$ cat config.mk
export PLATFORM = sky130hd
export DESIGN_NAME = cib_irq_hold
export DESIGN_NICKNAME = d
export VERILOG_FILES = /design/src/common/cib_pkg.sv /design/src/common/cib_sync_if.sv /design/src/verilog/cib_pin_sync.sv /design/src/verilog/cib_irq_hold.sv
export SDC_FILE = /design/constraint.sdc
export NUM_CORES = 1
export LEC_CHECK = 0
export ABC_AREA = 1
export BUFFER_PORTS_ARGS = -buffer_cell sky130_fd_sc_hd__buf_2
export CAP_MARGIN = 20
export CORE_UTILIZATION = 50
export DETAILED_ROUTE_END_ITERATION = 12
export PLACE_DENSITY_LB_ADDON = 0.3
export SETUP_SLACK_MARGIN = 0.3
export SKIP_CTS_REPAIR_TIMING = 1
export SYNTH_ARGS = -nofsm -noshare
export SYNTH_HDL_FRONTEND = slang
export SYNTH_HIERARCHICAL = 1
export SYNTH_SLANG_ARGS = --single-unit
$ cat constraint.sdc
create_clock -name clk_in -period 2.2 [get_ports clk_in]
set_input_delay 0.22 -clock clk_in [delete_from_list [all_inputs] [get_ports clk_in]]
set_output_delay 0.22 -clock clk_in [all_outputs]
set_load 0.005 [all_outputs]
$ cat src/common/cib_pkg.sv
// constants and types shared by the interrupt and bus-hold block
package cib_pkg;

    // ----------------------------------------------------------------
    // register byte offsets (apb, one word each)
    // ----------------------------------------------------------------
    localparam logic [7:0] OFS_FLAGS = 8'h00;
    localparam logic [7:0] OFS_MASK = 8'h04;
    localparam logic [7:0] OFS_ST0 = 8'h08;
    localparam logic [7:0] OFS_ICR = 8'h0C;
    localparam logic [7:0] OFS_EVT_STAT = 8'h10;
    localparam logic [7:0] OFS_EVT_CLR = 8'h14;
    localparam logic [7:0] OFS_EVT_EN = 8'h18;
    localparam logic [7:0] OFS_SAVED_PC = 8'h1C;

    // ----------------------------------------------------------------
    // field positions and reset values
    // ----------------------------------------------------------------
    localparam int unsigned GIRQ_DIS_BIT = 9;
    localparam int unsigned EDGE_MODE_BIT = 4;
    localparam logic [15:0] RST_FLAGS = 16'h0000;
    localparam logic [15:0] RST_MASK = 16'h0000;
    localparam logic [15:0] RST_ST0 = 16'h0200;
    localparam logic [15:0] RST_ICR = 16'h0000;
    localparam logic [15:0] RST_PC = 16'h0000;

    // event status bits
    localparam int unsigned EVT_TAKEN = 0;
    localparam int unsigned EVT_GRANT = 1;
    localparam int unsigned EVT_RELEASE = 2;
    localparam int unsigned EVT_W = 3;
    localparam logic [2:0] RST_EVT = 3'h0;

    // ----------------------------------------------------------------
    // vector locations in program memory
    // ----------------------------------------------------------------
    localparam logic [15:0] VEC_TRAP = 16'h0022;
    localparam logic [15:0] VEC_NMI = 16'h0024;
    localparam logic [15:0] VEC_STRIDE = 16'h0002;

    // shared pin is flag bit 0, the two other pins bits 1 and 2
    localparam int unsigned SHARED_PIN_BIT = 0;
    localparam int unsigned PIN_COUNT = 3;

    typedef enum logic [1:0]
    {
        CIB_HS_RUN = 2'b00,
        CIB_HS_ARMED = 2'b01,
        CIB_HS_HOLD = 2'b11
    } cib_hold_state_t;

    typedef enum logic [1:0]
    {
        CIB_REQ_MASKABLE = 2'b00,
        CIB_REQ_SOFT = 2'b01,
        CIB_REQ_TRAP = 2'b11,
        CIB_REQ_NMI = 2'b10
    } cib_req_kind_t;

endpackage : cib_pkg

$ cat src/common/cib_sync_if.sv
// bundle between the pin synchroniser and the interrupt core
`timescale 1ns/1ps
`default_nettype none
interface cib_sync_if #(parameter int unsigned W = 4);
    logic [W-1:0] raw;
    logic [W-1:0] level;
    logic [W-1:0] fall;
    logic [W-1:0] rise;
    modport sync (input raw, output level, output fall, output rise);
    modport user (output raw, input level, input fall, input rise);
endinterface : cib_sync_if
`default_nettype wire

$ cat src/verilog/cib_pin_sync.sv
// three-stage pin synchroniser with agreement filter and edge pulses
`timescale 1ns/1ps
`default_nettype none
module cib_pin_sync #(
    parameter int unsigned W = 4
) (
    input wire logic clk_in, // cpu clock
    input wire logic rst_b_in, // sync reset, active low
    input wire logic ce_in, // clock enable
    cib_sync_if.sync pins // raw pins in, levels and edges out
);
    logic [W-1:0] s1_q;
    logic [W-1:0] s2_q;
    logic [W-1:0] s3_q;
    logic [W-1:0] level_q;
    logic [W-1:0] fall_q;
    logic [W-1:0] rise_q;
    logic [W-1:0] agree;

    // pins idle high; a change counts only once stages two and three agree
    assign agree = ~(s2_q ^ s3_q);

    always_ff @(posedge clk_in)
    begin
        if (!rst_b_in)
        begin
            s1_q <= '1;
            s2_q <= '1;
            s3_q <= '1;
        end
        else if (ce_in)
        begin
            s1_q <= pins.raw;
            s2_q <= s1_q;
            s3_q <= s2_q;
        end
    end

    always_ff @(posedge clk_in)
    begin
        if (!rst_b_in)
        begin
            level_q <= '1;
            fall_q <= '0;
            rise_q <= '0;
        end
        else if (ce_in)
        begin
            level_q <= (agree & s3_q) | (~agree & level_q);
            fall_q <= agree & ~s3_q & level_q;
            rise_q <= agree & s3_q & ~level_q;
        end
    end

    assign pins.level = level_q;
    assign pins.fall = fall_q;
    assign pins.rise = rise_q;
endmodule : cib_pin_sync
`default_nettype wire

$ cat src/verilog/cib_irq_hold.sv
// maskable interrupt controller with vectoring and external bus-hold handshake
//
// Functional notes
// - sixteen-bit pending flag register readable by software.
// - writing one to a flag bit clears it; zeros leave bits alone.
// - sixteen-bit enable mask register, one bit per source.
// - source interrupts only when its mask bit is one and global disable zero.
// - status word zero bit 9 set disables all maskable interrupts.
// - requests come from four pins, peripherals, and three instruction kinds.
// - acknowledged interrupt branches to its fixed vector location.
// - acknowledge output asserted while the vector is being fetched.
// - hold starts as shared-pin interrupt; grant and float only after idle.
// - buses return to drive and hold ends when processor leaves idle.
// - master requests with pin low; keeps buses until pin high or nmi.
// - while grant is low, address, data and control lines are released.
// - nonmaskable interrupt ignores the mask and the global disable bit.
// - control bit 4 selects falling-only or both edges on shared pin.
// - only the program counter is saved and restored automatically.
//
// Implementation choices: the register offsets and the APB register port.
`timescale 1ns/1ps
`default_nettype none
module cib_irq_hold #(
    parameter int unsigned NSRC = 16, // maskable sources
    parameter int unsigned NPERIPH = 13 // on-chip peripheral sources
) (
    input wire logic clk_in, // cpu clock, 250 MHz
    input wire logic rst_b_in, // sync reset, active low
    input wire logic ce_in, // clock enable
    input wire logic [7:0] paddr_in, // apb address
    input wire logic psel_in, // apb select
    input wire logic penable_in, // apb enable
    input wire logic pwrite_in, // apb direction
    input wire logic [31:0] pwdata_in, // apb write data
    output logic [31:0] prdata_out, // apb read data
    output logic pready_out, // apb ready
    output logic pslverr_out, // apb error
    input wire logic shared_request_irq_pin_n_in, // bus request / irq one pin
    input wire logic [1:0] external_irq_pins_n_in, // irq two and three pins
    input wire logic nmi_pin_n_in, // nonmaskable pin
    input wire logic [NPERIPH-1:0] periph_irq_in, // peripheral request pulses
    input wire logic software_irq_instruction_in, // software irq pulse
    input wire logic [4:0] software_irq_num_in, // its vector number
    input wire logic trap_instr_in, // trap instruction pulse
    input wire logic nmi_instr_in, // nmi instruction pulse
    input wire logic [15:0] cpu_pc_in, // pc to save
    input wire logic cpu_irq_accept_in, // request taken
    input wire logic cpu_return_in, // return from service routine
    input wire logic cpu_idle_in, // processor in idle state
    output logic cpu_irq_req_out, // request to sequencer
    output logic [15:0] cpu_vector_addr_out, // vector to fetch
    output logic vector_fetch_ack_out, // vector fetch acknowledge
    output logic [15:0] restore_pc_out, // saved program counter
    output logic restore_pc_valid_out, // restore pulse
    output logic bus_grant_n_out, // bus grant, active low
    output logic bus_drive_en_out, // drive external buses
    output logic irq_out // event interrupt, level
);
    // ----------------------------------------------------------------
    // pin synchronisers
    // ----------------------------------------------------------------
    cib_sync_if #(.W(cib_pkg::PIN_COUNT + 1)) pins ();

    assign pins.raw = {nmi_pin_n_in, external_irq_pins_n_in, shared_request_irq_pin_n_in};

    cib_pin_sync #(.W(cib_pkg::PIN_COUNT + 1)) u_sync (
        .clk_in(clk_in),
        .rst_b_in(rst_b_in),
        .ce_in(ce_in),
        .pins(pins)
    );

    // ----------------------------------------------------------------
    // functions
    // ----------------------------------------------------------------
    function automatic logic [15:0] vec_of(input logic [4:0] num);
        vec_of = 16'(num) * cib_pkg::VEC_STRIDE;
    endfunction : vec_of

    function automatic logic [4:0] lowest_set(input logic [NSRC-1:0] v);
        lowest_set = '0;
        for (int i = NSRC - 1; i >= 0; i--)
        begin
            if (v[i])
            begin
                lowest_set = 5'(i);
            end
        end
    endfunction : lowest_set

    // ----------------------------------------------------------------
    // registers
    // ----------------------------------------------------------------
    logic [NSRC-1:0] flags_q;
    logic [NSRC-1:0] flags_d;
    logic [NSRC-1:0] mask_q;
    logic [15:0] st0_q;
    logic [15:0] icr_q;
    logic [cib_pkg::EVT_W-1:0] evt_q;
    logic [cib_pkg::EVT_W-1:0] evt_en_q;
    logic [15:0] saved_pc_q;
    logic nmi_pend_q;
    logic trap_pend_q;
    logic soft_pend_q;
    logic [4:0] soft_num_q;
    logic req_q;
    logic [15:0] vec_q;
    cib_pkg::cib_req_kind_t kind_q;
    logic [4:0] src_q;
    logic ack_q;
    logic [15:0] rpc_q;
    logic rpc_v_q;
    cib_pkg::cib_hold_state_t hs_q;
    cib_pkg::cib_hold_state_t hs_d;
    logic grant_n_q;
    logic drive_q;
    logic irq_q;
    logic [31:0] prdata_q;
    logic pready_q;
    logic pslverr_q;

    logic wr_en;
    logic setup;
    logic girq_dis;
    logic edge_both;
    logic shared_evt;
    logic nmi_evt;
    logic accept;
    logic [NSRC-1:0] set_vec;
    logic [NSRC-1:0] clr_vec;
    logic [NSRC-1:0] eligible;
    logic [cib_pkg::EVT_W-1:0] evt_set;

    assign setup = psel_in & ~penable_in & ~pready_q;
    assign wr_en = psel_in & penable_in & pready_q & pwrite_in;
    assign girq_dis = st0_q[cib_pkg::GIRQ_DIS_BIT];
    assign edge_both = icr_q[cib_pkg::EDGE_MODE_BIT];
    assign accept = cpu_irq_accept_in & req_q;
    assign nmi_evt = pins.fall[cib_pkg::PIN_COUNT] | nmi_instr_in;

    // ----------------------------------------------------------------
    // pending flags
    // ----------------------------------------------------------------
    // falling edge always counts; rising edge only in both-edge mode
    assign shared_evt = pins.fall[cib_pkg::SHARED_PIN_BIT]
                      | (edge_both & pins.rise[cib_pkg::SHARED_PIN_BIT]);

    always_comb
    begin
        set_vec = '0;
        set_vec[cib_pkg::SHARED_PIN_BIT] = shared_evt;
        set_vec[cib_pkg::PIN_COUNT-1:1] = pins.fall[cib_pkg::PIN_COUNT-1:1];
        set_vec[NSRC-1:cib_pkg::PIN_COUNT] = periph_irq_in;
        clr_vec = '0;
        if (wr_en && paddr_in == cib_pkg::OFS_FLAGS)
        begin
            clr_vec = pwdata_in[NSRC-1:0];
        end
        if (accept && kind_q == cib_pkg::CIB_REQ_MASKABLE)
        begin
            clr_vec[src_q[3:0]] = 1'b1;
        end
        // a new request in the clearing cycle survives
        flags_d = (flags_q & ~clr_vec) | set_vec;
    end

    always_ff @(posedge clk_in)
    begin
        if (!rst_b_in)
        begin
            flags_q <= cib_pkg::RST_FLAGS;
        end
        else if (ce_in)
        begin
            flags_q <= flags_d;
        end
    end

    // ----------------------------------------------------------------
    // software-written control registers
    // ----------------------------------------------------------------
    always_ff @(posedge clk_in)
    begin
        if (!rst_b_in)
        begin
            mask_q <= cib_pkg::RST_MASK;
            st0_q <= cib_pkg::RST_ST0;
            icr_q <= cib_pkg::RST_ICR;
            evt_en_q <= cib_pkg::RST_EVT;
        end
        else if (ce_in && wr_en)
        begin
            unique case (paddr_in)
                cib_pkg::OFS_MASK: mask_q <= pwdata_in[NSRC-1:0];
                cib_pkg::OFS_ST0: st0_q <= pwdata_in[15:0];
                cib_pkg::OFS_ICR: icr_q <= pwdata_in[15:0];
                cib_pkg::OFS_EVT_EN: evt_en_q <= pwdata_in[cib_pkg::EVT_W-1:0];
                default: ;
            endcase
        end
    end

    // ----------------------------------------------------------------
    // instruction and nonmaskable requests
    // ----------------------------------------------------------------
    always_ff @(posedge clk_in)
    begin
        if (!rst_b_in)
        begin
            nmi_pend_q <= 1'b0;
            trap_pend_q <= 1'b0;
            soft_pend_q <= 1'b0;
            soft_num_q <= '0;
        end
        else if (ce_in)
        begin
            nmi_pend_q <= nmi_evt | (nmi_pend_q & ~(accept && kind_q == cib_pkg::CIB_REQ_NMI));
            trap_pend_q <= trap_instr_in | (trap_pend_q & ~(accept && kind_q == cib_pkg::CIB_REQ_TRAP));
            soft_pend_q <= software_irq_instruction_in
                         | (soft_pend_q & ~(accept && kind_q == cib_pkg::CIB_REQ_SOFT));
            if (software_irq_instruction_in)
            begin
                soft_num_q <= software_irq_num_in;
            end
        end
    end

    // ----------------------------------------------------------------
    // request selection: nmi, trap, software, then lowest maskable
    // ----------------------------------------------------------------
    // mask and global disable gate only the maskable flags
    assign eligible = flags_q & mask_q & {NSRC{~girq_dis}};

    always_ff @(posedge clk_in)
    begin
        if (!rst_b_in)
        begin
            req_q <= 1'b0;
            vec_q <= '0;
            kind_q <= cib_pkg::CIB_REQ_MASKABLE;
            src_q <= '0;
        end
        else if (ce_in)
        begin
            // one cycle of settling after an accept avoids re-offering a stale request
            req_q <= ~accept & (nmi_pend_q | trap_pend_q | soft_pend_q | (|eligible));
            if (nmi_pend_q)
            begin
                vec_q <= cib_pkg::VEC_NMI;
                kind_q <= cib_pkg::CIB_REQ_NMI;
            end
            else if (trap_pend_q)
            begin
                vec_q <= cib_pkg::VEC_TRAP;
                kind_q <= cib_pkg::CIB_REQ_TRAP;
            end
            else if (soft_pend_q)
            begin
                vec_q <= vec_of(soft_num_q);
                kind_q <= cib_pkg::CIB_REQ_SOFT;
            end
            else
            begin
                vec_q <= vec_of(5'(lowest_set(eligible) + 5'd1));
                kind_q <= cib_pkg::CIB_REQ_MASKABLE;
            end
            src_q <= lowest_set(eligible);
        end
    end

    // ----------------------------------------------------------------
    // acknowledge and program counter save / restore
    // ----------------------------------------------------------------
    always_ff @(posedge clk_in)
    begin
        if (!rst_b_in)
        begin
            ack_q <= 1'b0;
            saved_pc_q <= cib_pkg::RST_PC;
            rpc_q <= cib_pkg::RST_PC;
            rpc_v_q <= 1'b0;
        end
        else if (ce_in)
        begin
            ack_q <= accept;
            rpc_v_q <= cpu_return_in;
            if (accept)
            begin
                saved_pc_q <= cpu_pc_in;
            end
            if (cpu_return_in)
            begin
                rpc_q <= saved_pc_q;
            end
        end
    end

    // ----------------------------------------------------------------
    // bus hold handshake
    // ----------------------------------------------------------------
    always_comb
    begin
        hs_d = hs_q;
        unique case (hs_q)
            cib_pkg::CIB_HS_RUN:
                if (!pins.level[cib_pkg::SHARED_PIN_BIT])
                begin
                    hs_d = cib_pkg::CIB_HS_ARMED;
                end
            cib_pkg::CIB_HS_ARMED:
                if (pins.level[cib_pkg::SHARED_PIN_BIT])
                begin
                    hs_d = cib_pkg::CIB_HS_RUN;
                end
                else if (cpu_idle_in)
                begin
                    hs_d = cib_pkg::CIB_HS_HOLD;
                end
            cib_pkg::CIB_HS_HOLD:
                if (!cpu_idle_in || pins.level[cib_pkg::SHARED_PIN_BIT] || nmi_evt)
                begin
                    hs_d = cib_pkg::CIB_HS_RUN;
                end
            default:
                hs_d = cib_pkg::CIB_HS_RUN;
        endcase
    end

    always_ff @(posedge clk_in)
    begin
        if (!rst_b_in)
        begin
            hs_q <= cib_pkg::CIB_HS_RUN;
            grant_n_q <= 1'b1;
            drive_q <= 1'b1;
        end
        else if (ce_in)
        begin
            hs_q <= hs_d;
            grant_n_q <= hs_d != cib_pkg::CIB_HS_HOLD;
            drive_q <= hs_d != cib_pkg::CIB_HS_HOLD;
        end
    end

    // ----------------------------------------------------------------
    // event status and interrupt line
    // ----------------------------------------------------------------
    always_comb
    begin
        evt_set = '0;
        evt_set[cib_pkg::EVT_TAKEN] = accept;
        evt_set[cib_pkg::EVT_GRANT] = hs_q != cib_pkg::CIB_HS_HOLD && hs_d == cib_pkg::CIB_HS_HOLD;
        evt_set[cib_pkg::EVT_RELEASE] = hs_q == cib_pkg::CIB_HS_HOLD && hs_d != cib_pkg::CIB_HS_HOLD;
    end

    always_ff @(posedge clk_in)
    begin
        if (!rst_b_in)
        begin
            evt_q <= cib_pkg::RST_EVT;
            irq_q <= 1'b0;
        end
        else if (ce_in)
        begin
            // set wins over a clear in the same cycle
            if (wr_en && paddr_in == cib_pkg::OFS_EVT_CLR)
            begin
                evt_q <= (evt_q & ~pwdata_in[cib_pkg::EVT_W-1:0]) | evt_set;
            end
            else
            begin
                evt_q <= evt_q | evt_set;
            end
            irq_q <= |(evt_q & evt_en_q);
        end
    end

    // ----------------------------------------------------------------
    // apb slave: one wait-free access cycle after setup
    // ----------------------------------------------------------------
    always_ff @(posedge clk_in)
    begin
        if (!rst_b_in)
        begin
            prdata_q <= '0;
            pready_q <= 1'b0;
            pslverr_q <= 1'b0;
        end
        else if (ce_in)
        begin
            pready_q <= setup;
            if (setup)
            begin
                pslverr_q <= 1'b0;
                prdata_q <= '0;
                unique case (paddr_in)
                    cib_pkg::OFS_FLAGS: prdata_q <= 32'(flags_q);
                    cib_pkg::OFS_MASK: prdata_q <= 32'(mask_q);
                    cib_pkg::OFS_ST0: prdata_q <= 32'(st0_q);
                    cib_pkg::OFS_ICR: prdata_q <= 32'(icr_q);
                    cib_pkg::OFS_EVT_STAT: prdata_q <= 32'(evt_q);
                    cib_pkg::OFS_EVT_CLR: prdata_q <= '0;
                    cib_pkg::OFS_EVT_EN: prdata_q <= 32'(evt_en_q);
                    cib_pkg::OFS_SAVED_PC: prdata_q <= 32'(saved_pc_q);
                    default: pslverr_q <= 1'b1;
                endcase
            end
        end
    end

    // ----------------------------------------------------------------
    // outputs
    // ----------------------------------------------------------------
    assign prdata_out = prdata_q;
    assign pready_out = pready_q;
    assign pslverr_out = pslverr_q;
    assign cpu_irq_req_out = req_q;
    assign cpu_vector_addr_out = vec_q;
    assign vector_fetch_ack_out = ack_q;
    assign restore_pc_out = rpc_q;
    assign restore_pc_valid_out = rpc_v_q;
    assign bus_grant_n_out = grant_n_q;
    assign bus_drive_en_out = drive_q;
    assign irq_out = irq_q;
endmodule : cib_irq_hold
`default_nettype wire

# Word-level counts from Yosys, hierarchy flattened
# Cells that the tools add are included.
[word_totals]
reg_bits = 194
in_bits = 90
word_cells = 162
[classes]
add_sub_neg = 1
magnitude_cmp = 2
n_eq_ne = 15
n_mux = 39
bitwise_logic = 48
n_reduce_logical = 27
[ops]
columns = ["op", "count"]
rows = [
  ["one-hot mux 16 bit (7 select lines)", 1],
  ["two-way mux 5 bit", 20],
  ["bitwise AND 16 bit", 3],
  ["== test 8 x 5 -> 1 bit (second input constant)", 4],
  ["two-way mux 16 bit", 2],
  ["bitwise OR 16 bit", 2],
  ["two-way mux 6 bit", 3],
  ["bitwise AND 4 bit", 4],
  ["== test 8 x 4 -> 1 bit (second input constant)", 2],
  ["NOT 16 bit", 1],
  ["AND reduction 2 bit", 8],
  ["OR reduction 16 bit", 1],
  ["bitwise AND 1 bit", 12],
  ["two-way mux 2 bit", 6],
  ["NOT 4 bit", 3],
  ["logical AND 1 bit", 10],
  ["== test 2 bit (second input constant)", 4],
  ["== test 8 x 3 -> 1 bit (second input constant)", 1],
  ["logical NOT 8 bit", 1],
  ["NOT 1 bit", 8],
  ["bitwise OR 1 bit", 8],
  ["OR reduction 8 bit", 1],
  ["bitwise AND 3 bit", 2],
  ["bitwise OR 3 bit", 2],
  ["other kinds (17)", 23],
]

# Logic depth before layout (Yosys ltp)
# Gate-level depths: netlist (run 1).
[logic_depth]
word_depth = 27
mapped_depth = 24
depth_no_buf = 24

# Modules after synthesis
# The synthesis (run 1) kept the hierarchy.
[by_module_without_submodules]
columns = ["mod", "instances", "cells_each", "area_each_um2", "seq_area_each_um2"]
rows = [
  ["cib_irq_hold", 1, 921, 6626.4, 2922.8],
  ["cib_pin_sync", 1, 132, 1034.7, 480.5],
]

# Least setup slack after synthesis (run 1)
# Ideal clock, no wire load.
[synth_path]
kind = "register to register"
startpoint = "register st0_q[9]"
endpoint = "register vec_q[5] (netlist: cpu_vector_addr_out[5])"
arrival_ns = 1.834
setup_slack_ns = 0.244
stages_incl_launch_ff = 14
period_less_slack_ns = 1.956
cell_sequence = "dfxtp_1 -> inv_2 -> buf_6 -> nand3_2 -> nand2_2 -> a31oi_1 -> nor2_1 -> o211ai_1 -> a21boi_1 -> ha_1 -> inv_1 -> nor2_1 -> a221oi_1 -> nor2_1"
[synth_via]
elab_chain_cells = 27
[synth_lines]
columns = ["item", "line", "text"]
rows = [
  ["start: declaration", "cib_irq_hold.sv:97", "logic [15:0] st0_q;"],
  ["start signal: assignment", "cib_irq_hold.sv:187", "st0_q <= cib_pkg::RST_ST0;"],
  ["start signal: assignment", "cib_irq_hold.sv:195", "cib_pkg::OFS_ST0: st0_q <= pwdata_in[15:0];"],
  ["NOT 1 bit *", "cib_irq_hold.sv:232", "assign eligible = flags_q & mask_q & {NSRC{~girq_dis}};"],
  ["bitwise AND 16 bit *", "cib_irq_hold.sv:232", ""],
  ["two-way mux 4 bit", "cib_irq_hold.sv:84", "if (v[i])"],
  ["two-way mux 5 bit (4 in series)", "n/a", ""],
  ["two-way mux 5 bit (2 in series)", "cib_irq_hold.sv:84", ""],
  ["two-way mux 5 bit (8 in series)", "n/a", ""],
  ["two-way mux 5 bit *", "n/a", ""],
  ["two-way mux 5 bit *", "cib_irq_hold.sv:257", "else if (soft_pend_q)"],
  ["two-way mux 5 bit *", "cib_irq_hold.sv:252", "else if (trap_pend_q)"],
  ["two-way mux 5 bit *", "cib_irq_hold.sv:247", "if (nmi_pend_q)"],
  ["two-way mux 5 bit *", "cib_irq_hold.sv:243", "else if (ce_in)"],
  ["two-way mux 5 bit *", "cib_irq_hold.sv:236", "if (!rst_b_in)"],
  ["adder 5 x 1 -> 5 bit *", "cib_irq_hold.sv:264", "vec_q <= vec_of(5'(lowest_set(eligible) + 5'd1));"],
  ["two-way mux 6 bit *", "cib_irq_hold.sv:257", ""],
  ["two-way mux 6 bit *", "cib_irq_hold.sv:252", ""],
  ["two-way mux 6 bit *", "cib_irq_hold.sv:247", ""],
  ["end signal: assignment", "cib_irq_hold.sv:249", "vec_q <= cib_pkg::VEC_NMI;"],
  ["end signal: assignment", "cib_irq_hold.sv:254", "vec_q <= cib_pkg::VEC_TRAP;"],
  ["end signal: assignment", "cib_irq_hold.sv:264", ""],
  ["end: declaration", "cib_irq_hold.sv:107", "logic [15:0] vec_q;"],
]
# Every way passes the cells marked *; elsewhere a longest branch is shown, timed or not. The select of a mux whose other input is x is not followed.
# A chain may end at the register's enable or synchronous reset.

# Worst setup path in the final report (run 1)
[layout_path]
startpoint = "register st0_q[9]"
endpoint = "register vec_q[3] (netlist: cpu_vector_addr_out[3])"
# The elaborated chain is that of the path after synthesis.

==> metrics.txt, run 1 <==
hold crit path type primary input to flip-flop; IO Port Bufs 118; RSZ-0062 raised after global routing yes; flip-flop and latch area 3350 µm²; slowest CP cell dfxtp_4; clk root buf clkbuf_16; Antenna Cells 0; DR pass1 iterations 7; # DRC 0; Initial DRC Count approximately 450; share of cells above drive strength 1 19.8%; Nets roughly 1200; Via density 5.28; RR Startpoint st0_q[9]$_SDFFE_PN1P_; first-pass GRT wire length 31800 µm; Die Wd around 120 µm; most used cell, CP o211ai_1; Mapped Avg Cell Area ~7.3 µm²; total congestion overflow 0; CTS tree yes; # clock sinks 167; post-DP HPWL between 10000 and 15000 µm; CP Data Required Time approximately 2.6 ns; CP peak stage delay ~0.37 ns; Setup-failing EPs final 0; pwr dens 757 nW/µm²; clk_skew approximately 0.0070 ns; GRT Total Usage between 20% and 30%; initial antenna violation count 0; DIE AREA about 16000 µm²; leading cell type in the layout, fill and taps excluded nand2_1; Power Internal 5150 µW; final hold vios 0; outcome completed; Final period util 92.6%; Final Slew Violations 0; die span in y between 100 and 150 µm; Clock Power Share between 40 and 50%; Max Fanout on Critical Path 8; synthesized area between 7000 and 8000 µm²; worst skew pair latency ~0.42 ns; critical path arrival about 2.4 ns; Buf/Inv on CP 3; gpl congestion a little over 0.9; Multi-input gate area ~3500 µm²; Slew Limit Headroom between 50% and 60%; Finished Layout Cells between 1000 and 1500; Initial Util about 50%; design area 8920 µm²; largest net degree at the start of global routing 89; Critical Path Start Type flip-flop; clock-pin slew on the worst setup and hold paths roughly 0.06 ns; Comb pwr share ~7.4%; total negative setup slack 0 ns; vias in the first global route 6370; CP top delay family compound AO/OA/AOI/OAI gates; H-tree Lvls 4; IO Pins 162; worst IR drop on VDD a little under 600 µV; max_cap viols 0; critical path, cell by cell inv_8 -> nand3_4 -> buf_4 -> a31oi_1 -> nor2_1 -> o211ai_1 -> a21boi_2 -> ha_4 -> inv_2 -> nor2_4 -> o21ai_2 -> o211ai_1 -> a21oi_1; Hold Crit Start external_irq_pins_n_in[0]; crit path time final around 2.0 ns; via count about 7000; Placement Rows 44; Area Growth Syn to Fin 18.8%; antenna viol nets, final 0; Fill cells between 1000 and 1500; Sw Pwr 1600 µW; final core occ between 60 and 70%; Max Buffers Root-to-Sink 2; WL final around 20000 µm; WHS roughly 0.0059 ns; Num CTS Buffers 17; switch share 23.8%; Worst-Margin Slew a little under 0.7 ns; f_max 0.491 GHz; Leak roughly 0.0039 µW; Synth Warn # 6; Post-DP Area approximately 8000 µm²; Seq pwr share around 47%; # placed instances about 1300; CP Class flip-flop to flip-flop; Syn Inst Count 1035; Core ar. 14600 µm²; DR WL/cell between 10 and 15 µm; most frequent cells in the layout 201 x nand2_1, 163 x dfxtp_1, 128 x o21ai_0, 119 x a21oi_1, 118 x buf_2; crit path launch st0_q[9]$_SDFFE_PN1P_; Setup crit end kind flip-flop
## final timing paths
check,to,slack (ns),depth (start not counted)
worst max-delay path,cpu_vector_addr_out[3]$_SDFFE_PN0P_,0.16,13
worst min-delay path,u_sync/s1_q[1]$_SDFFE_PN1P_,0.006,3
worst max register to register,cpu_vector_addr_out[3]$_SDFFE_PN0P_,0.16,13
worst min register to register,st0_q[14]$_SDFFE_PN0P_,0.45,2
## tightest hold or removal path, stage by stage
cell	delay, ns
buf_2	0.07
nand2_1	0.04
nand3_1	0.06
## routing by layer
metal  share of wire [%]  GRT usage (%)  vias to the layer above
met5                   0              0                        -
met4                 1.1           6.66                        0
met3                 6.5           4.73                       20
met2                  47           41.8                      264
met1                  46           34.4                     3218
li1                    -              -                     3596
## final cells by class
cell class                 instances  area share [%]
tap                              184            2.58
multi-input combinational        706            39.0
inverter                         108            4.63
sequential                       167            37.6
clock inverter                    12            1.70
clock buffer                      19            5.08
timing repair buffer             148            9.47
## power groups by stage
stage	Combinational [µW]	Clock [µW]	Sequential (µW)
floorplan	332	0	3250
global placement	477	0	3260
detailed placement	484	0	3260
CTS	490	3090	3200
global route	562	3230	3210
finish	498	3060	3200
## stage by stage
| stage | worst slack (ns) | power [µW] |
|---|---|---|
| finish | 0.164 | 6750 |
| global route | -0.0416 | 7000 |
| CTS | 0.0431 | 6770 |
| detailed placement | 0.0628 | 3750 |
| global placement | 0.0892 | 3740 |
| floorplan | 0.308 | 3580 |
## sequential cells by signal, summed over array words and instances (netlist names), 2 cells and up, named ones only
| signal | flops |
|---|---|
| mask_q | 16 |
| flags_q | 16 |
| u_sync/pins.fall | 4 |
| evt_en_q | 3 |
| src_q | 4 |
| evt_q | 3 |
| icr_q | 16 |
| kind_q | 2 |
| u_sync/s3_q | 4 |
| cpu_vector_addr_out | 5 |
| saved_pc_q | 16 |
| u_sync/s2_q | 4 |
| hs_q | 2 |
| soft_num_q | 5 |
| u_sync/s1_q | 4 |
| restore_pc_out | 16 |
| st0_q | 16 |
| prdata_out | 16 |
(Power assumes the default switching activity.)
==> run 2, diff against run 1 <==
--- a/config.mk
+++ b/config.mk
@@ -6,9 +6,9 @@
 export NUM_CORES = 1
 export LEC_CHECK = 0
 export ABC_AREA = 1
-export BUFFER_PORTS_ARGS = -buffer_cell sky130_fd_sc_hd__buf_2
+export BUFFER_PORTS_ARGS = -buffer_cell sky130_fd_sc_hd__clkbuf_2
 export CAP_MARGIN = 20
-export CORE_UTILIZATION = 50
+export CORE_UTILIZATION = 55
 export DETAILED_ROUTE_END_ITERATION = 12
 export PLACE_DENSITY_LB_ADDON = 0.3
 export SETUP_SLACK_MARGIN = 0.3
==> metrics.txt, run 2 (synthesized netlist as in run 1, its figures left out) <==
f_max 0.460 GHz (-6.4%); Multi-input gate area 3460 µm² (-0.65%); largest net degree at the start of global routing 103 (+16%); crit path launch st0_q[9]$_SDFFE_PN1P_; RSZ-0062 raised after global routing yes; failing checks hold timing; WL final 19200 µm (-2.9%); Fill cells 1099 (-18%); leading cell type in the layout, fill and taps excluded nand2_1; flip-flop and latch area 3350 µm² (unchanged); R2R Setup Slk 0.03 ns (-0.14 ns); total negative setup slack 0 ns (unchanged); final hold vios 3 (+3); final core occ 67.0% (+5.9 points); CTS tree yes; GRT Total Usage 28.0% (+2.5 points); # placed instances 1292 (-1.1%); initial antenna violation count 0 (unchanged); DIE AREA 14100 µm² (-8.9%); Num CTS Buffers 17 (unchanged); gpl congestion 0.920 (-0.85%); antenna viol nets, final 0 (unchanged); share of cells above drive strength 1 19.2% (-0.64 points); Setup crit end kind flip-flop; Max Fanout on Critical Path 6 (-2); via count 7204 (+1.5%); Slew Limit Headroom 57.2% (+3.5 points); hold crit path type primary input to flip-flop; worst skew pair latency 0.44 ns (+0.02 ns); RR Endpoint cpu_vector_addr_out[3]$_SDFFE_PN0P_; DR pass1 iterations 5 (-2); max_cap viols 0 (unchanged); die span in y 119 µm (-4.6%); post-DP HPWL 13500 µm (-2.8%); Max Buffers Root-to-Sink 2 (unchanged); CP Data Required Time 2.56 ns (about the same); Setup-failing EPs final 0 (unchanged); total power 6990 µW (+3.5%); most frequent cells in the layout 200 x nand2_1, 163 x dfxtp_1, 128 x o21ai_0, 121 x a21oi_1, 118 x clkbuf_2; Critical Path Start Type flip-flop; Finished Layout Cells 1333 (-0.82%); Final period util 98.9% (+6.3 points); Hold Crit Start shared_request_irq_pin_n_in; crit path to cpu_vector_addr_out[3]$_SDFFE_PN0P_; DR WL/cell 14.4 µm (-2.1%); Area Growth Syn to Fin 18.7% (about the same); IO Port Bufs 118 (unchanged); Placement Rows 42 (-4.5%); setup ws final 0.0250 ns (-0.139 ns); RR Startpoint st0_q[9]$_SDFFE_PN1P_; Antenna Cells 0 (unchanged); Initial Util 56.5% (+5.0 points); worst reg2reg path depth 13 (unchanged); worst IR drop on VDD 585 µV (+1.0%); clk root buf clkbuf_16; Nets 1240 (-0.32%); Worst-Margin Slew 0.638 ns (-0.0517 ns); first-pass GRT wire length 31200 µm (-1.8%); Die Wd 119 µm (-4.6%); Via density 5.40 (+2.3%); IO Pins 162 (unchanged); total congestion overflow 0 (unchanged); # clock sinks 167 (unchanged); clock-pin slew on the worst setup and hold paths 0.06 ns (about the same); H-tree Lvls 4 (unchanged); CP Class flip-flop to flip-flop; # DRC 0 (unchanged); critical path arrival 2.53 ns (+0.14 ns); WHS -0.00588 ns (-0.0118 ns); clk_skew 0.0112 ns (+0.00417 ns); pwr dens 785 nW/µm² (+3.6%); Final Slew Violations 0 (unchanged); outcome finished with violations; crit path time final 2.17 ns (+0.139 ns); Leak 0.00386 µW (-0.48%); pre-CTS WS -0.0382 ns (-0.101 ns); Initial DRC Count 685 (+54%); Core ar. 13300 µm² (-8.9%); vias in the first global route 6390 (+0.31%)
[run 2: per-layer routing]
layer  track usage, %  part of all wire, %
met4             15.3                  3.5
met5                0                    0
met3             5.32                  6.6
met1             36.2                   44
met2             44.2                   46
[run 2: area by class of cell]
type                    instances  area share (%)
clock buffers                  18            4.93
repair inverters                1          0.0702
flip-flops and latches        167            37.6
repair buffers                143            9.04
inverters                     108            4.63
clock inverters                14            2.48
multi-input cells             706            38.8
well taps                     176            2.47
[run 2: worst min path at each step]
stage | cells past startpoint | to | slack [ns]
2_1_floorplan | 2 | u_sync/s1_q[0]$_SDFFE_PN1P_ | 0.35
3_5_place_dp | 3 | u_sync/s1_q[0]$_SDFFE_PN1P_ | 0.44
5_1_grt | 3 | u_sync/s1_q[1]$_SDFFE_PN1P_ | 0.009
4_1_cts | 3 | u_sync/s1_q[0]$_SDFFE_PN1P_ | -0.02
3_3_place_gp | 3 | u_sync/s1_q[1]$_SDFFE_PN1P_ | 0.43
6_report | 3 | u_sync/s1_q[0]$_SDFFE_PN1P_ | -0.006
[run 2: power breakdown]
part           switching [µW]  total, µW  internal, µW
registers                71.6       3200          3130
logic                     308        490           181
clock network            1250       3300          2050
[run 2: critical path, cell delays in order (launching register included)]
cell and delay, ns:
dfxtp_4 0.39, inv_8 0.09, nand3_4 0.07, buf_4 0.14, a31oi_1 0.19, nor2_1 0.06
o211ai_1 0.26, a21boi_1 0.18, ha_4 0.20, inv_2 0.06, nor2_4 0.04, o21ai_1 0.16
o211ai_1 0.11, a21oi_1 0.15
[run 2: metrics by stage]
stage / hold slack [ns] / instance area, µm²
floorplan: 0.346 / 7610
global placement: 0.430 / 8100
detailed placement: 0.436 / 8100
CTS: -0.0180 / 8760
global route: 0.00911 / 8910
finish: -0.00588 / 8910
==> run 3, diff against run 2 <==
--- a/config.mk
+++ b/config.mk
@@ -8,12 +8,11 @@
 export ABC_AREA = 1
 export BUFFER_PORTS_ARGS = -buffer_cell sky130_fd_sc_hd__clkbuf_2
 export CAP_MARGIN = 20
-export CORE_UTILIZATION = 55
+export CORE_UTILIZATION = 54
 export DETAILED_ROUTE_END_ITERATION = 12
 export PLACE_DENSITY_LB_ADDON = 0.3
 export SETUP_SLACK_MARGIN = 0.3
 export SKIP_CTS_REPAIR_TIMING = 1
 export SYNTH_ARGS = -nofsm -noshare
 export SYNTH_HDL_FRONTEND = slang
-export SYNTH_HIERARCHICAL = 1
 export SYNTH_SLANG_ARGS = --single-unit
==> metrics.txt, run 3 <==
R2R Setup Slk 0.05 ns (+0.03 ns); setup ws final 0.0506 ns (+0.0256 ns); Adder-Cell Fraction of Synth Area slightly above 1%; hold crit path type primary input to flip-flop; slowest CP cell dfxtp_4; IO Port Bufs 118 (unchanged); RR Endpoint cpu_vector_addr_out[3]$_SDFFE_PN0P_; Comb pwr share 7.2% (+0.2 points); Synth top area share about 45%; Synth Area in Simple Gates about a fifth; DR WL/cell 15.2 µm (+5.8%); Seq pwr share 47.5% (+1.8 points); Leak 0.00370 µW (-4.0%); Clock Power Share 45.3% (-2.0 points); largest net degree at the start of global routing 109 (+5.8%); Final Slew Violations 0 (unchanged); initial antenna violation count 0 (unchanged); total negative setup slack 0 ns (unchanged); max_cap viols 0 (unchanged); H-tree Lvls 4 (unchanged); WHS -0.00231 ns (+0.00357 ns); share of cells above drive strength 1 21.2% (+2.0 points); critical path, cell by cell inv_4 -> nand3_2 -> nand2_1 -> nand2_1 -> nand2_1 -> nand2_1 -> nand2_1 -> nand2_1 -> nand2_1 -> nand2_1 -> nand2_1 -> nand2_1 -> nand2_1 -> nand2_1 -> nand2_2 -> nand2_2 -> inv_2 -> ha_4 -> a21oi_1 -> o21ai_1 -> o211ai_1 -> a21oi_1; switch share 24.3% (+1.0 points); gpl congestion 0.926 (+0.73%); Post-synth EDFFs 0; most numerous cell in the Yosys netlist nand2_1; worst reg2reg path depth 22 (+9); DIE AREA 14200 µm² (+0.60%); leading cell type in the layout, fill and taps excluded nand2_1; sequential share of the synthesized area around 45%; total congestion overflow 0 (unchanged); synthesized area 7420 µm² (-1.2%); crit path time final 2.15 ns (-0.0256 ns); Max Fanout on Critical Path 9 (+3); worst skew pair latency 0.43 ns (about the same); synth top area cells dfxtp_1 45%, nand2_1 9.8%, a21oi_1 9.2%; top cells by count, synth 193 x nand2_1, 167 x dfxtp_1, 136 x a21oi_1, 121 x o21ai_0, 77 x nor2_1; most frequent cells in the layout 188 x nand2_1, 164 x dfxtp_1, 135 x a21oi_1, 121 x o21ai_0, 118 x clkbuf_2; Sw Pwr 1640 µW (+0.48%); Initial DRC Count 650 (-5.1%); most used cell, CP nand2_1; Die Wd 119 µm (+0.30%); Mapped Avg Cell Area 7.36 µm² (+1.4%); outcome finished with violations; Core ar. 13300 µm² (unchanged); clock-pin slew on the worst setup and hold paths 0.06 ns (about the same); vias in the first global route 6410 (+0.31%); worst IR drop on VDD 542 µV (-7.4%); # DRC 0 (unchanged); via count 7162 (-0.58%); # placed instances 1262 (-2.3%); CP Data Required Time 2.56 ns (about the same); total power 6730 µW (-3.7%); critical path arrival 2.51 ns (-0.02 ns); Final period util 97.7% (-1.2 points); Syn Inst Count 1008 (-2.6%); Synth Area in Compound Gates around a quarter; Critical Path Start Type flip-flop; CP peak stage delay 0.36 ns (-0.03 ns); Hold Crit Start nmi_pin_n_in; failing checks hold timing; clk root buf clkbuf_16; IO Pins 162 (unchanged); Post-DP Area 8030 µm² (-0.85%); Placement Rows 42 (unchanged); Async SR Flop Fraction 0%; top_reg_cell synth dfxtp_1; design area 8780 µm² (-1.5%); Nets 1210 (-2.4%); largest family of logic cells by synthesized area compound AO/OA/AOI/OAI gates; first-pass GRT wire length 31400 µm (+0.57%); Setup crit end kind flip-flop; clk_skew 0.00799 ns (-0.00318 ns); # clock sinks 167 (unchanged); post-synthesis cell type count 43; Finished Layout Cells 1303 (-2.3%); die span in y 119 µm (+0.30%); DR pass1 iterations 7 (+2); CTS tree yes; Antenna Cells 0 (unchanged); hold depth 3 (unchanged); Initial Util 55.8% (-0.69 points); Max Buffers Root-to-Sink 2 (unchanged); Yosys reg bits 167; RSZ-0062 raised after global routing yes; cell taking the most area after synthesis dfxtp_1; RR Startpoint st0_q[9]$_SDFFE_PN1P_; antenna viol nets, final 0 (unchanged); pwr dens 767 nW/µm² (-2.3%); post-DP HPWL 13800 µm (+2.2%); Power Internal 5090 µW (-5.0%); xor-xnor portion of the synthesized cell area 0%; mux contribution to synthesized area 0%; hold endpoint u_sync.s1_q[3]$_SDFFE_PN1P_; Via density 5.50 (+1.7%); Slew Limit Headroom 49.5% (-7.7 points); Num CTS Buffers 17 (unchanged); Worst-Margin Slew 0.757 ns (+0.119 ns); WL final 19800 µm (+3.4%); Synth Warn # 0 (-6); pre-CTS WS -0.00671 ns (+0.0315 ns); GRT Total Usage 28.1% (+0.085 points); Setup-failing EPs final 0 (unchanged); CP Class flip-flop to flip-flop; f_max 0.465 GHz (+1.2%); final hold vios 1 (-2); Area Growth Syn to Fin 18.4%
-- run 3: worst max path at each step --
| stage | start | end | slack [ns] | depth (start not counted) |
|---|---|---|---|---|
| 6_report | st0_q[9]$_SDFFE_PN1P_ | cpu_vector_addr_out[3]$_SDFFE_PN0P_ | 0.05 | 22 |
| 5_1_grt | mask_q[15]$_SDFFE_PN0P_ | cpu_vector_addr_out[3]$_SDFFE_PN0P_ | -0.17 | 23 |
| 4_1_cts | st0_q[9]$_SDFFE_PN1P_ | cpu_vector_addr_out[3]$_SDFFE_PN0P_ | -0.03 | 23 |
| 3_5_place_dp | st0_q[9]$_SDFFE_PN1P_ | cpu_vector_addr_out[3]$_SDFFE_PN0P_ | -0.007 | 23 |
| 3_3_place_gp | st0_q[9]$_SDFFE_PN1P_ | cpu_vector_addr_out[3]$_SDFFE_PN0P_ | 0.08 | 23 |
| 2_1_floorplan | st0_q[9]$_SDFFE_PN1P_ | cpu_vector_addr_out[3]$_SDFFE_PN0P_ | 0.32 | 23 |
-- run 3: area by class of cell --
class,count,area [µm²]
fill,1171,4510
multi-input combinational,699,3470
sequential,167,3350
timing repair buffer,141,801
clock buffer,18,429
inverter,88,338
tap,176,220
clock inverter,14,176
-- run 3: power by group through the flow --
stage          combinational, µW  clock [µW]  sequential (µW)
2_1_floorplan                319           0             3250
3_3_place_gp                 466           0             3260
3_5_place_dp                 473           0             3260
4_1_cts                      476        3070             3200
5_1_grt                      543        3170             3210
6_report                     482        3050             3200
-- run 3: logic make-up after synthesis --
kind of cell,Yosys count
and+or+nand+nor,339
buffers and inverters,168
adders and majority gates,6
DFF,167
AOI/OAI and AO/OA,327
other,1
-- run 3: routing by layer --
metal / share of wire (%) / up-vias / track usage, %
met5: 0 / - / 0
met4: 2.2 / 0 / 10.6
met3: 6.9 / 38 / 5.17
met2: 47 / 281 / 45.1
met1: 44 / 3311 / 37.4
li1: - / 3532 / -
-- run 3: per-stage QoR --
stage          utilization, %  hold WS [ns]
6_report                 66.1      -0.00231
5_1_grt                  66.1        0.0164
4_1_cts                  65.0      -0.00370
3_5_place_dp             60.4         0.438
3_3_place_gp             60.4         0.435
2_1_floorplan               -         0.346
-- run 3: worst max-delay path: cells and delay by family (launching register included) --
kind                       cells  cell delay (ns)
buffers and inverters          2             0.19
DFF                            1             0.36
and+or+nand+nor               15             0.94
adders and majority gates      1             0.13
AOI/OAI and AO/OA              4             0.45
